File: config.mk
export PLATFORM = sky130hd
export DESIGN_NAME = rsc_regs
export DESIGN_NICKNAME = d
export VERILOG_FILES = /design/src/core/rsc_pkg.sv /design/src/core/rsc_regs.sv
export SDC_FILE = /design/constraint.sdc
export NUM_CORES = 1
export LEC_CHECK = 0
export ABC_AREA = 1
export BUFFER_PORTS_ARGS = -buffer_cell sky130_fd_sc_hd__buf_2
export CAP_MARGIN = 20
export CORE_AREA = 2 2 118 149
export CTS_CLUSTER_SIZE = 40
export DETAILED_ROUTE_END_ITERATION = 6
export DIE_AREA = 0 0 120 151
export GPL_TIMING_DRIVEN = 0
export PLACE_DENSITY = 0.61
export SLEW_MARGIN = 30
export SYNTH_ARGS = -nofsm -noshare
export SYNTH_HDL_FRONTEND = slang
export SYNTH_SLANG_ARGS = --single-unit
File: constraint.sdc
create_clock -name clk_sys -period 4.5 [get_ports clk_sys]
set_clock_uncertainty 0.15 [all_clocks]
set_input_delay 0.45 -clock clk_sys [delete_from_list [all_inputs] [get_ports clk_sys]]
set_output_delay 0.45 -clock clk_sys [all_outputs]
set_load 0.02 [all_outputs]
File: src/core/rsc_pkg.sv
// constants and carrier types of the radio status and threshold registers
package rsc_pkg;
	// ======================================================
	// register map
	localparam logic [5:0] ADDR_TX_AMP   = 6'h30;
	localparam logic [5:0] ADDR_STATE    = 6'h32;
	localparam logic [5:0] ADDR_FLAGS    = 6'h33;
	localparam logic [5:0] ADDR_RX_THR   = 6'h34;
	localparam logic [5:0] ADDR_TIMING   = 6'h35;
	localparam logic [5:0] ADDR_CLR_THR  = 6'h36;
	localparam logic [7:0] RST_TX_AMP    = 8'h06;
	localparam logic [6:0] RST_RX_THR    = 7'h40;
	localparam logic [1:0] RST_TIMING    = 2'h1;
	localparam logic [7:0] RST_CLR_THR   = 8'he0;
	localparam int         TIM_SLOT_BIT  = 1;
	localparam int         TIM_HOLD_BIT  = 0;
	// ======================================================
	// serial command byte: top two bits select the access
	localparam logic [1:0] CMD_READ      = 2'h2;
	localparam logic [1:0] CMD_WRITE     = 2'h3;
	localparam logic [3:0] BIT_CMD_LAST  = 4'h7;
	localparam logic [3:0] BIT_DATA_LAST = 4'hf;
	// ======================================================
	// channel-clear modes
	localparam logic [1:0] CCA_ALWAYS    = 2'h0;
	localparam logic [1:0] CCA_LEVEL     = 2'h1;
	localparam logic [1:0] CCA_IDLE      = 2'h2;
	// ======================================================
	// timing
	localparam int CLK_PERIOD_NS = 20;
	localparam int SYMBOL_NS     = 16000;
	localparam int SYM_CYC       = SYMBOL_NS / CLK_PERIOD_NS;
	localparam int ACK_SYMS      = 12;
	localparam int HOLDOFF_SYMS  = 12;
	localparam int WAIT_CYC_DEF  = ACK_SYMS * SYM_CYC;
	localparam int HOLD_CYC_DEF  = HOLDOFF_SYMS * SYM_CYC;
	// ======================================================
	// radio core inputs, all on clk_sys
	typedef struct packed {
		logic [5:0] ffState;
		logic       ffTxState;
		logic       ffRxState;
		logic       calActive;
		logic       calFinish;
		logic       synthLock;
		logic       rxOverflow;
		logic       rxFrameAvail;
		logic [7:0] rxCount;
		logic [7:0] rxFilteredCount;
		logic       rxPop;
		logic       txSfdSent;
		logic       txFrameDone;
		logic       rxSfdSeen;
		logic       rxFrameDone;
		logic       ackRequested;
		logic       slotBoundary;
		logic       rxReceiving;
		logic [7:0] rssi;
		logic [1:0] clrMode;
		logic [2:0] clrHyst;
	} rsc_core_s;
endpackage : rsc_pkg

File: src/core/rsc_regs.sv
// radio status, receive threshold, frame timing and channel-clear registers
`timescale 1ns/1ps
module rsc_regs
	import rsc_pkg::*;
#(
	parameter int ACK_WAIT_CYC = WAIT_CYC_DEF,
	parameter int HOLDOFF_CYC  = HOLD_CYC_DEF
) (
	input  wire logic      clk_sys,
	input  wire logic      rst,
	input  wire logic      spiCs_n,
	input  wire logic      spiSclk,
	input  wire logic      spiMosi,
	output logic           spiMiso,
	output logic           spiMisoOe_n,
	input  wire rsc_core_s core,
	input  wire logic      sampleClearStrobe,
	input  wire logic      txIfClearStrobe,
	output logic [7:0]     txAmpLevel,
	output logic           rxBufferThresholdFlag,
	output logic           channelClear,
	output logic           ackTxStart,
	output logic           rxHoldoff
);
	// ======================================================
	// pin synchronisers
	logic [1:0] csSync_q, sclkSync_q, mosiSync_q;
	logic       sclkPrev_q;
	always_ff @(posedge clk_sys) begin
		if (rst) begin
			csSync_q   <= 2'h3;
			sclkSync_q <= 2'h0;
			mosiSync_q <= 2'h0;
			sclkPrev_q <= 1'b0;
		end else begin
			csSync_q   <= {csSync_q[0], spiCs_n};
			sclkSync_q <= {sclkSync_q[0], spiSclk};
			mosiSync_q <= {mosiSync_q[0], spiMosi};
			sclkPrev_q <= sclkSync_q[1];
		end
	end
	logic selected, sclkRise, sclkFall;
	assign selected = !csSync_q[1];
	assign sclkRise = selected && sclkSync_q[1] && !sclkPrev_q;
	assign sclkFall = selected && !sclkSync_q[1] && sclkPrev_q;

	// ======================================================
	// writable registers
	logic [7:0] txAmp_q, clrThr_q;
	logic [6:0] rxThr_q;
	logic [1:0] timing_q;
	logic       wrEn;
	logic [5:0] wrAddr;
	logic [7:0] wrData;
	always_ff @(posedge clk_sys) begin
		if (rst) begin
			txAmp_q  <= RST_TX_AMP;
			rxThr_q  <= RST_RX_THR;
			timing_q <= RST_TIMING;
			clrThr_q <= RST_CLR_THR;
		end else if (wrEn) begin
			case (wrAddr)
				ADDR_TX_AMP:  txAmp_q  <= wrData;
				ADDR_RX_THR:  rxThr_q  <= wrData[6:0];
				ADDR_TIMING:  timing_q <= wrData[1:0];
				ADDR_CLR_THR: clrThr_q <= wrData;
				default: ;
			endcase
		end
	end

	// ======================================================
	// status flags
	logic sfdFlag_q, ccaLive_q, ccaSampled_q, ccaLevel_q, thrFlag_q;
	logic calFinish_q, nonEmpty_q;
	always_ff @(posedge clk_sys) begin
		if (rst) begin
			sfdFlag_q <= 1'b0;
		end else if (core.txSfdSent || core.rxSfdSeen) begin
			sfdFlag_q <= 1'b1;
		end else if (core.txFrameDone || core.rxFrameDone) begin
			sfdFlag_q <= 1'b0;
		end
	end

	always_ff @(posedge clk_sys) begin
		if (rst) begin
			calFinish_q <= 1'b0;
			nonEmpty_q  <= 1'b0;
		end else begin
			calFinish_q <= core.calFinish;
			nonEmpty_q  <= (core.rxCount != 8'h00)
				&& !core.rxOverflow;
		end
	end

	always_ff @(posedge clk_sys) begin
		if (rst) begin
			thrFlag_q <= 1'b0;
		end else if (core.rxOverflow || core.rxFrameAvail
			|| (core.rxFilteredCount > {1'b0, rxThr_q})) begin
			thrFlag_q <= 1'b1;
		end else if (core.rxPop && core.rxCount < {1'b0, rxThr_q}) begin
			thrFlag_q <= 1'b0;
		end
	end

	// signal level with hysteresis; sign-extended to avoid wrap
	logic signed [8:0] rssiExt, thrExt, thrLow;
	assign rssiExt = {core.rssi[7], core.rssi};
	assign thrExt  = {clrThr_q[7], clrThr_q};
	assign thrLow  = thrExt - $signed({6'h00, core.clrHyst});
	always_ff @(posedge clk_sys) begin
		if (rst) begin
			ccaLevel_q <= 1'b0;
		end else if (rssiExt >= thrExt) begin
			ccaLevel_q <= 1'b0;
		end else if (rssiExt < thrLow) begin
			ccaLevel_q <= 1'b1;
		end
	end

	logic ccaNext;
	always_comb begin
		case (core.clrMode)
			CCA_ALWAYS: ccaNext = 1'b1;
			CCA_LEVEL:  ccaNext = ccaLevel_q;
			CCA_IDLE:   ccaNext = !core.rxReceiving;
			default:    ccaNext = ccaLevel_q && !core.rxReceiving;
		endcase
	end
	always_ff @(posedge clk_sys) begin
		if (rst) begin
			ccaLive_q <= 1'b0;
		end else begin
			ccaLive_q <= ccaNext;
		end
	end
	always_ff @(posedge clk_sys) begin
		if (rst) begin
			ccaSampled_q <= 1'b0;
		end else if (sampleClearStrobe || txIfClearStrobe) begin
			ccaSampled_q <= ccaLive_q;
		end
	end

	// ======================================================
	// acknowledge timing and receive holdoff
	typedef enum logic [1:0] {
		ACK_IDLE = 2'b00,
		ACK_WAIT = 2'b01,
		ACK_SLOT = 2'b10
	} rsc_ack_e;
	rsc_ack_e  ackSt_q;
	logic [31:0] ackCnt_q, holdCnt_q;
	logic      ackStart_q, hold_q;
	always_ff @(posedge clk_sys) begin
		if (rst) begin
			ackSt_q    <= ACK_IDLE;
			ackCnt_q   <= 32'h0;
			ackStart_q <= 1'b0;
		end else begin
			ackStart_q <= 1'b0;
			case (ackSt_q)
				ACK_IDLE: begin
					if (core.rxFrameDone && core.ackRequested) begin
						ackSt_q  <= ACK_WAIT;
						ackCnt_q <= 32'h1;
					end
				end
				ACK_WAIT: begin
					if (ackCnt_q < ACK_WAIT_CYC) begin
						ackCnt_q <= ackCnt_q + 32'h1;
					end else if (timing_q[TIM_SLOT_BIT]) begin
						ackSt_q <= ACK_SLOT;
					end else begin
						ackStart_q <= 1'b1;
						ackSt_q    <= ACK_IDLE;
					end
				end
				ACK_SLOT: begin
					if (core.slotBoundary) begin
						ackStart_q <= 1'b1;
						ackSt_q    <= ACK_IDLE;
					end
				end
				default: ackSt_q <= ACK_IDLE;
			endcase
		end
	end
	always_ff @(posedge clk_sys) begin
		if (rst) begin
			holdCnt_q <= 32'h0;
			hold_q    <= 1'b0;
		end else if (core.rxFrameDone && timing_q[TIM_HOLD_BIT]) begin
			holdCnt_q <= 32'h1;
			hold_q    <= 1'b1;
		end else if (hold_q && holdCnt_q >= HOLDOFF_CYC) begin
			hold_q <= 1'b0;
		end else if (hold_q) begin
			holdCnt_q <= holdCnt_q + 32'h1;
		end
	end

	// ======================================================
	// read mux and serial shifter
	function automatic logic [7:0] regRead(input logic [5:0] a);
		case (a)
			ADDR_TX_AMP:  regRead = txAmp_q;
			ADDR_STATE:   regRead = {calFinish_q, core.calActive,
				core.ffState};
			ADDR_FLAGS:   regRead = {nonEmpty_q, thrFlag_q, sfdFlag_q,
				ccaLive_q, ccaSampled_q, core.synthLock, core.ffTxState,
				core.ffRxState};
			ADDR_RX_THR:  regRead = {1'b0, rxThr_q};
			ADDR_TIMING:  regRead = {6'h00, timing_q};
			ADDR_CLR_THR: regRead = clrThr_q;
			default:      regRead = 8'h00;
		endcase
	endfunction : regRead

	logic [3:0] bitCnt_q;
	logic [7:0] rxSh_q, txSh_q, cmd_q;
	logic       miso_q, misoOe_q;
	assign wrEn   = sclkRise && bitCnt_q == BIT_DATA_LAST
		&& cmd_q[7:6] == CMD_WRITE;
	assign wrAddr = cmd_q[5:0];
	assign wrData = {rxSh_q[6:0], mosiSync_q[1]};
	always_ff @(posedge clk_sys) begin
		if (rst || !selected) begin
			bitCnt_q <= 4'h0;
			rxSh_q   <= 8'h00;
			cmd_q    <= 8'h00;
		end else if (sclkRise) begin
			bitCnt_q <= bitCnt_q + 4'h1;
			rxSh_q   <= wrData;
			if (bitCnt_q == BIT_CMD_LAST) begin
				cmd_q <= wrData;
			end
		end
	end
	always_ff @(posedge clk_sys) begin
		if (rst || !selected) begin
			txSh_q   <= 8'h00;
			miso_q   <= 1'b0;
			misoOe_q <= 1'b1;
		end else begin
			misoOe_q <= 1'b0;
			if (sclkRise && bitCnt_q == BIT_CMD_LAST) begin
				txSh_q <= (wrData[7:6] == CMD_READ)
					? regRead(wrData[5:0]) : 8'h00;
			end else if (sclkFall && bitCnt_q > BIT_CMD_LAST) begin
				miso_q <= txSh_q[7];
				txSh_q <= {txSh_q[6:0], 1'b0};
			end
		end
	end

	// ======================================================
	// outputs
	always_ff @(posedge clk_sys) begin
		if (rst) begin
			txAmpLevel            <= RST_TX_AMP;
			rxBufferThresholdFlag <= 1'b0;
			channelClear          <= 1'b0;
			ackTxStart            <= 1'b0;
			rxHoldoff             <= 1'b0;
			spiMiso               <= 1'b0;
			spiMisoOe_n           <= 1'b1;
		end else begin
			txAmpLevel            <= txAmp_q;
			rxBufferThresholdFlag <= thrFlag_q;
			channelClear          <= ccaLive_q;
			ackTxStart            <= ackStart_q;
			rxHoldoff             <= hold_q;
			spiMiso               <= miso_q;
			spiMisoOe_n           <= misoOe_q;
		end
	end
endmodule : rsc_regs

# After elaboration in Yosys (flattened, before gate mapping)
# Index checks and enable logic that the tools add are counted.
dict set report word_totals {
  ff_bits 150
}
dict set report op_classes {
  add_sub_neg 4
  order_cmp 7
  n_eq_ne 23
  mux 27
  bitwise_logic 2
  n_reduce_logical 46
}
# op n
set ops {}
lappend ops {{$add A32 B1 Y32 const B} 2}
lappend ops {{$mux W32} 2}
lappend ops {{$pmux W32 S2} 1}
lappend ops {{$eq A6 B6 Y1 const B} 10}
lappend ops {{$pmux W8 S6} 1}
lappend ops {{$ge A32 B14 Y1 const B} 1}
lappend ops {{$lt A32 B14 Y1 const B} 1}
lappend ops {{$mux W8} 3}
lappend ops {{$reduce_and A2 Y1} 8}
lappend ops {{$logic_and A1 B1 Y1} 14}
lappend ops {{$mux W1} 13}
lappend ops {{$reduce_bool A2 Y1} 6}
lappend ops {{$ne A2 B2 Y1 const B} 5}
lappend ops {{$lt A8 B9 Y1} 1}
lappend ops {{$sub A8 B4 Y9} 1}
lappend ops {{$eq A2 B2 Y1 const B} 4}
lappend ops {{$ge A8 B8 Y1} 1}
lappend ops {{$gt A8 B7 Y1} 1}
lappend ops {{$lt A8 B7 Y1} 1}
lappend ops {{$mux W2} 4}
lappend ops {{$reduce_bool A8 Y1} 1}
lappend ops {{$logic_or A1 B1 Y1} 6}
lappend ops {{$pmux W2 S3} 1}
lappend ops {{$reduce_and A3 Y1} 2}
lappend ops {{11 further kinds} 19}

# Depth between registers and ports, before layout
dict set report depth {
  depth_word 6
  mapped_depth 16
  ltp_nobuf 16
}

# Worst setup path after synthesis
# OpenSTA, ideal clock, no wires.
dict set report synth_path {
  path_type {input to register}
  startpoint {in core[2] (netlist bit)}
  endpoint {reg ccaLevel_q}
  setup_time_ps 117
  t_arrival_ps 2335
  required_time_ps 4233
  slack_ps 1898
  path_stages 16
  n_path_buf 0
  cell_sequence {inv_1 ha_1 nand2_1 nor2_1 a211oi_1 nand3_1 nor3_1 xor2_1 ha_1 nand2_1 nor2_1 o211ai_1 nand4_1 o211ai_1 inv_1 nor2_1}
}
dict set report synth_via {
  elab_chain_cells 2
}
# element line_no
set synth_rtl {}
lappend synth_rtl {{start: declaration} rsc_regs.sv:16} ;# input wire rsc_core_s core,
lappend synth_rtl {{$sub A8 B4 Y9} rsc_regs.sv:112} ;# assign thrLow = thrExt - $signed({6'h00, core.clrHyst});
lappend synth_rtl {{$lt A8 B9 Y1} rsc_regs.sv:118} ;# end else if (rssiExt < thrLow) begin
lappend synth_rtl {{end signal: assignment} rsc_regs.sv:115} ;# ccaLevel_q <= 1'b0;
lappend synth_rtl {{end signal: assignment} rsc_regs.sv:117} ;# ccaLevel_q <= 1'b0;
lappend synth_rtl {{end signal: assignment} rsc_regs.sv:119} ;# ccaLevel_q <= 1'b1;
lappend synth_rtl {{end: declaration} rsc_regs.sv:74} ;# logic sfdFlag_q, ccaLive_q, ccaSampled_q, ccaLevel_q, thrFlag_q;
# Every way passes these cells.
# A chain may end at the register's enable or synchronous reset.

# Final worst setup path
dict set report layout_path {
  startpoint {reg clrThr_q[2]}
  endpoint {reg ccaLevel_q}
}
dict set report layout_via {
  elab_chain_cells 2
  word_cells_on_any_way 4
  classes_between {add/sub (1); order compare (2); reduce/logical (1)}
}
# element line_no
set layout_rtl {}
lappend layout_rtl {{start: declaration} rsc_regs.sv:49} ;# logic [7:0] txAmp_q, clrThr_q;
lappend layout_rtl {{start signal: assignment} rsc_regs.sv:66} ;# ADDR_CLR_THR: clrThr_q <= wrData;
lappend layout_rtl {{$sub A8 B4 Y9 / $ge A8 B8 Y1 (equally long branches)} {rsc_regs.sv:112, rsc_regs.sv:116}}
lappend layout_rtl {{$lt A8 B9 Y1 / $reduce_or A2 Y1 (equally long branches)} n/a}
# Several ways; a longest one is shown, not always the timed one.

==> impl_results.md <==
- Flop pwr share: 43.7%
- Setup CP Type: reg2reg
- First-pass GRT wire length: 28,900 um
- NetSw: 727 uW
- Initial antenna violation count: 0
- Tcrit/Tclk final: 60.8%
- Clock sink count: 150
- # nets final: 1,181
- Dpl cell area: 7830 sq um
- Cell area after layout: 8470 sq um
- DRC Markers: 0
- Worst Path Arrival: 2.94 ns
- Mapped cell area: 7210 sq um
- Area occupied by multi-input gates: 3610 sq um
- Port bufs: 70
- Via-per-instance ratio: 4.87
- CTS tree: built
- Syn Nets: 1,092
- Hold crit path type: in2reg
- Top cell by count, worst path: nor2_1
- Fin util: 50.9%
- Max Cap Violations: 0
- H-tree depth: 4
- Yosys top cell area share: 41.7%
- Int Power: 2.37 mW
- Crit path time final: 2.74 ns
- Outcome: complete, no violations
- Setup Fix Bufs, Post-CTS: 0
- Max_slew headroom: 48.8%
- Sum of negative setup slack: 0 ns
- Ys Warns: 0
- Die area: 18,100 sq um
- Remaining antenna violation count after routing: 0
- Crit-path slowest cell: dfxtp_1
- Storage element area: 3000 sq um
- Post-route insts no fill: 1,317
- WHS: 0.0655 ns
- Vias in the first global route: 6,110
- LEAKAGE: 3.69 nW
- Dpl ws: 1.49 ns
- Crit. End Element: flop
- Grt ovf: 0
- #FFs+latches synth: 150
- Ys async rst share: 0%
- IO Count: 71
- Cts repair resizes: 0
- CTS root buf: clkbuf_16
- Area grow syn2layout: 17.5%
- Layout cells sized above 1: 11.8%
- Area contributors post-synth: dfxtp_1 42%, nand2_1 10%, nor2_1 7.8%
- R2r setup slk: 1.76 ns
- Worst path max stage delay: 0.32 ns
- Largest net degree at the start of global routing: 17
- Peak supply drop: 0.230 mV
- DR iter-0 viols: 313
- CP Launch Type: flop
- RSZ-0062 raised after global routing: false
- Switching fraction of total power: 23.5%
- Die X: 120 um
- All-Layer GR Usage: 20.1%
- Sequential-to-total area share from yosys stat: 41.7%
- Synthesized area per cell: 7.24 sq um
- Diodes inserted: 0
- CP Buf/Inv Count: 1
- Slew @ Worst Pin: 0.768 ns
- Fmax achieved: 365 MHz
- Number of fill cells in the layout: 1,695
- Reg clk slew, reported paths: 0.06 ns
- Die H: 151 um
- Worst EP required: 4.71 ns
- Fin. max-slew vios: 0
- Hold Buf Count CTS: 0
- Critical path cell sequence: ha_1 > nand2_1 > nor2_1 > a211oi_1 > nand3_1 > nor3_1 > xor2_1 > ha_1 > nand2_1 > nor2_1 > o211ai_1 > nand4_1 > o211ai_1 > inv_1 > nor2_1
- Count of cell types in the netlist: 43
- Final setup violation count: 0
- Cells after synthesis: 995
- Setup WS post-layout: 1.76 ns
- Initial core utilization: 43.3%
- Design Power: 3.10 mW
- Gpl congestion: 0.856
- HPWL after DPL: 13,000 um
- Synth area leader: dfxtp_1
- Logic pwr share: 7.0%
- Routed wire length per instance: 13.0 um
- Clock Latency Late Sink: 0.43 ns
- Site Rows: 53
- CTS Buf Count: 17
- Clock Power Share: 49.3%
- Post-synth EDFFs: 0
- Top_reg_cell synth: dfxtp_1
- Clk buf depth: 2
- Placed insts: 1,285
- Wire length after detailed routing: 17,100 um
- Core Footprint: 16,600 sq um
- Count leader, synth: nand2_1
- Drt pass-1 iters: 5
- Top cells by count, synth: 194 x nand2_1, 150 x dfxtp_1, 150 x nor2_1, 123 x inv_1, 86 x a21oi_1
- CP Max Fanout: 3
- Final hold violation count: 0
- P per Cell Area: 366 nW/um^2
- Total number of vias: 6,409
- Delay-heaviest family, CP: simple AND/OR/NAND/NOR gates
## routing by layer
layer	up-vias	global-route usage [%]	wire (um)
met2	119	33.7	8080
met1	2839	25.7	8080
met3	30	3.80	614
li1	3421	-	-
met4	0	7.47	345
met5	-	0	0
## placed cells by master (no fill, tap or decap), types with 2 or more instances in the layout
cell | netlist | routed
a211oi_1 | 4 | 4
a21o_1 | 2 | 2
a21oi_1 | 86 | 86
buf_2 | 7 | 77
buf_4 | 3 | 3
bufinv_16 | 0 | 4
clkbuf_1 | 14 | 16
clkbuf_16 | 0 | 17
clkinv_1 | 2 | 2
clkinv_4 | 0 | 5
dfxtp_1 | 150 | 150
ha_1 | 39 | 39
inv_1 | 123 | 123
inv_6 | 0 | 2
nand2_1 | 194 | 194
nand3_1 | 60 | 60
nand3_2 | 2 | 2
nand4_1 | 15 | 15
nor2_1 | 150 | 150
nor2_2 | 3 | 3
nor2_4 | 3 | 3
nor3_1 | 10 | 10
nor3b_1 | 4 | 4
nor4_1 | 3 | 3
o2111ai_1 | 5 | 5
o211ai_1 | 11 | 11
o21a_1 | 2 | 2
o21ai_0 | 65 | 65
o21ai_1 | 5 | 5
or2_2 | 4 | 4
xor2_1 | 13 | 13
## worst register-to-register path: stages, from the launching register on
cell and delay [ns]:
dfxtp_1 0.32, ha_1 0.31, nand2_1 0.08, nor2_1 0.04, a211oi_1 0.32, nand3_1 0.19
nor3_1 0.21, xor2_1 0.20, ha_1 0.26, nand2_1 0.09, nor2_1 0.05, o211ai_1 0.08
nand4_1 0.13, o211ai_1 0.10, inv_1 0.05, nor2_1 0.09
## layout make-up
type,count,share of cell area (%)
clock inverters,12,2.27
multi-input cells,693,42.6
plain buffers,26,1.48
flip-flops and latches,150,35.4
repair buffers,70,4.13
well taps,220,3.25
clock buffers,20,5.27
inverters,126,5.58
## worst paths after layout
path | startpoint | endpoint | cells past startpoint
max | clrThr_q[2] | ccaLevel_q | 15
min | core[38] | nonEmpty_q | 2
max reg2reg | clrThr_q[2] | ccaLevel_q | 15
min reg2reg | sclkSync_q[0] | sclkSync_q[1] | 2
## power groups by stage
| stage | logic, mW | registers (mW) | clock network, mW |
|---|---|---|---|
| floorplan | 0.137 | 1.38 | 0 |
| global placement | 0.218 | 1.38 | 0 |
| detailed placement | 0.220 | 1.38 | 0 |
| CTS | 0.221 | 1.35 | 1.56 |
| global route | 0.250 | 1.36 | 1.62 |
| finish | 0.218 | 1.35 | 1.53 |
## state kept, by name, summed over array words and instances, names as in the netlist, 2 cells and up
name and flops:
txAmp_q 8, clrThr_q 8, cmd_q 8, sclkSync_q 2, ackSt_q 2, txAmpLevel 8
mosiSync_q 2, bitCnt_q 4, txSh_q 8, holdCnt_q 32, rxSh_q 7, timing_q 2
rxThr_q 7, csSync_q 2, ackCnt_q 32
## kinds of logic after synthesis
logic type	share of synthesized area [%]
simple gates	27.6
xor+xnor	1.70
compound gates	13.7
buf+inv	8.30
fa+ha+maj	7.05
flops	41.7
No activity file was read; power rests on OpenSTA's default activity.
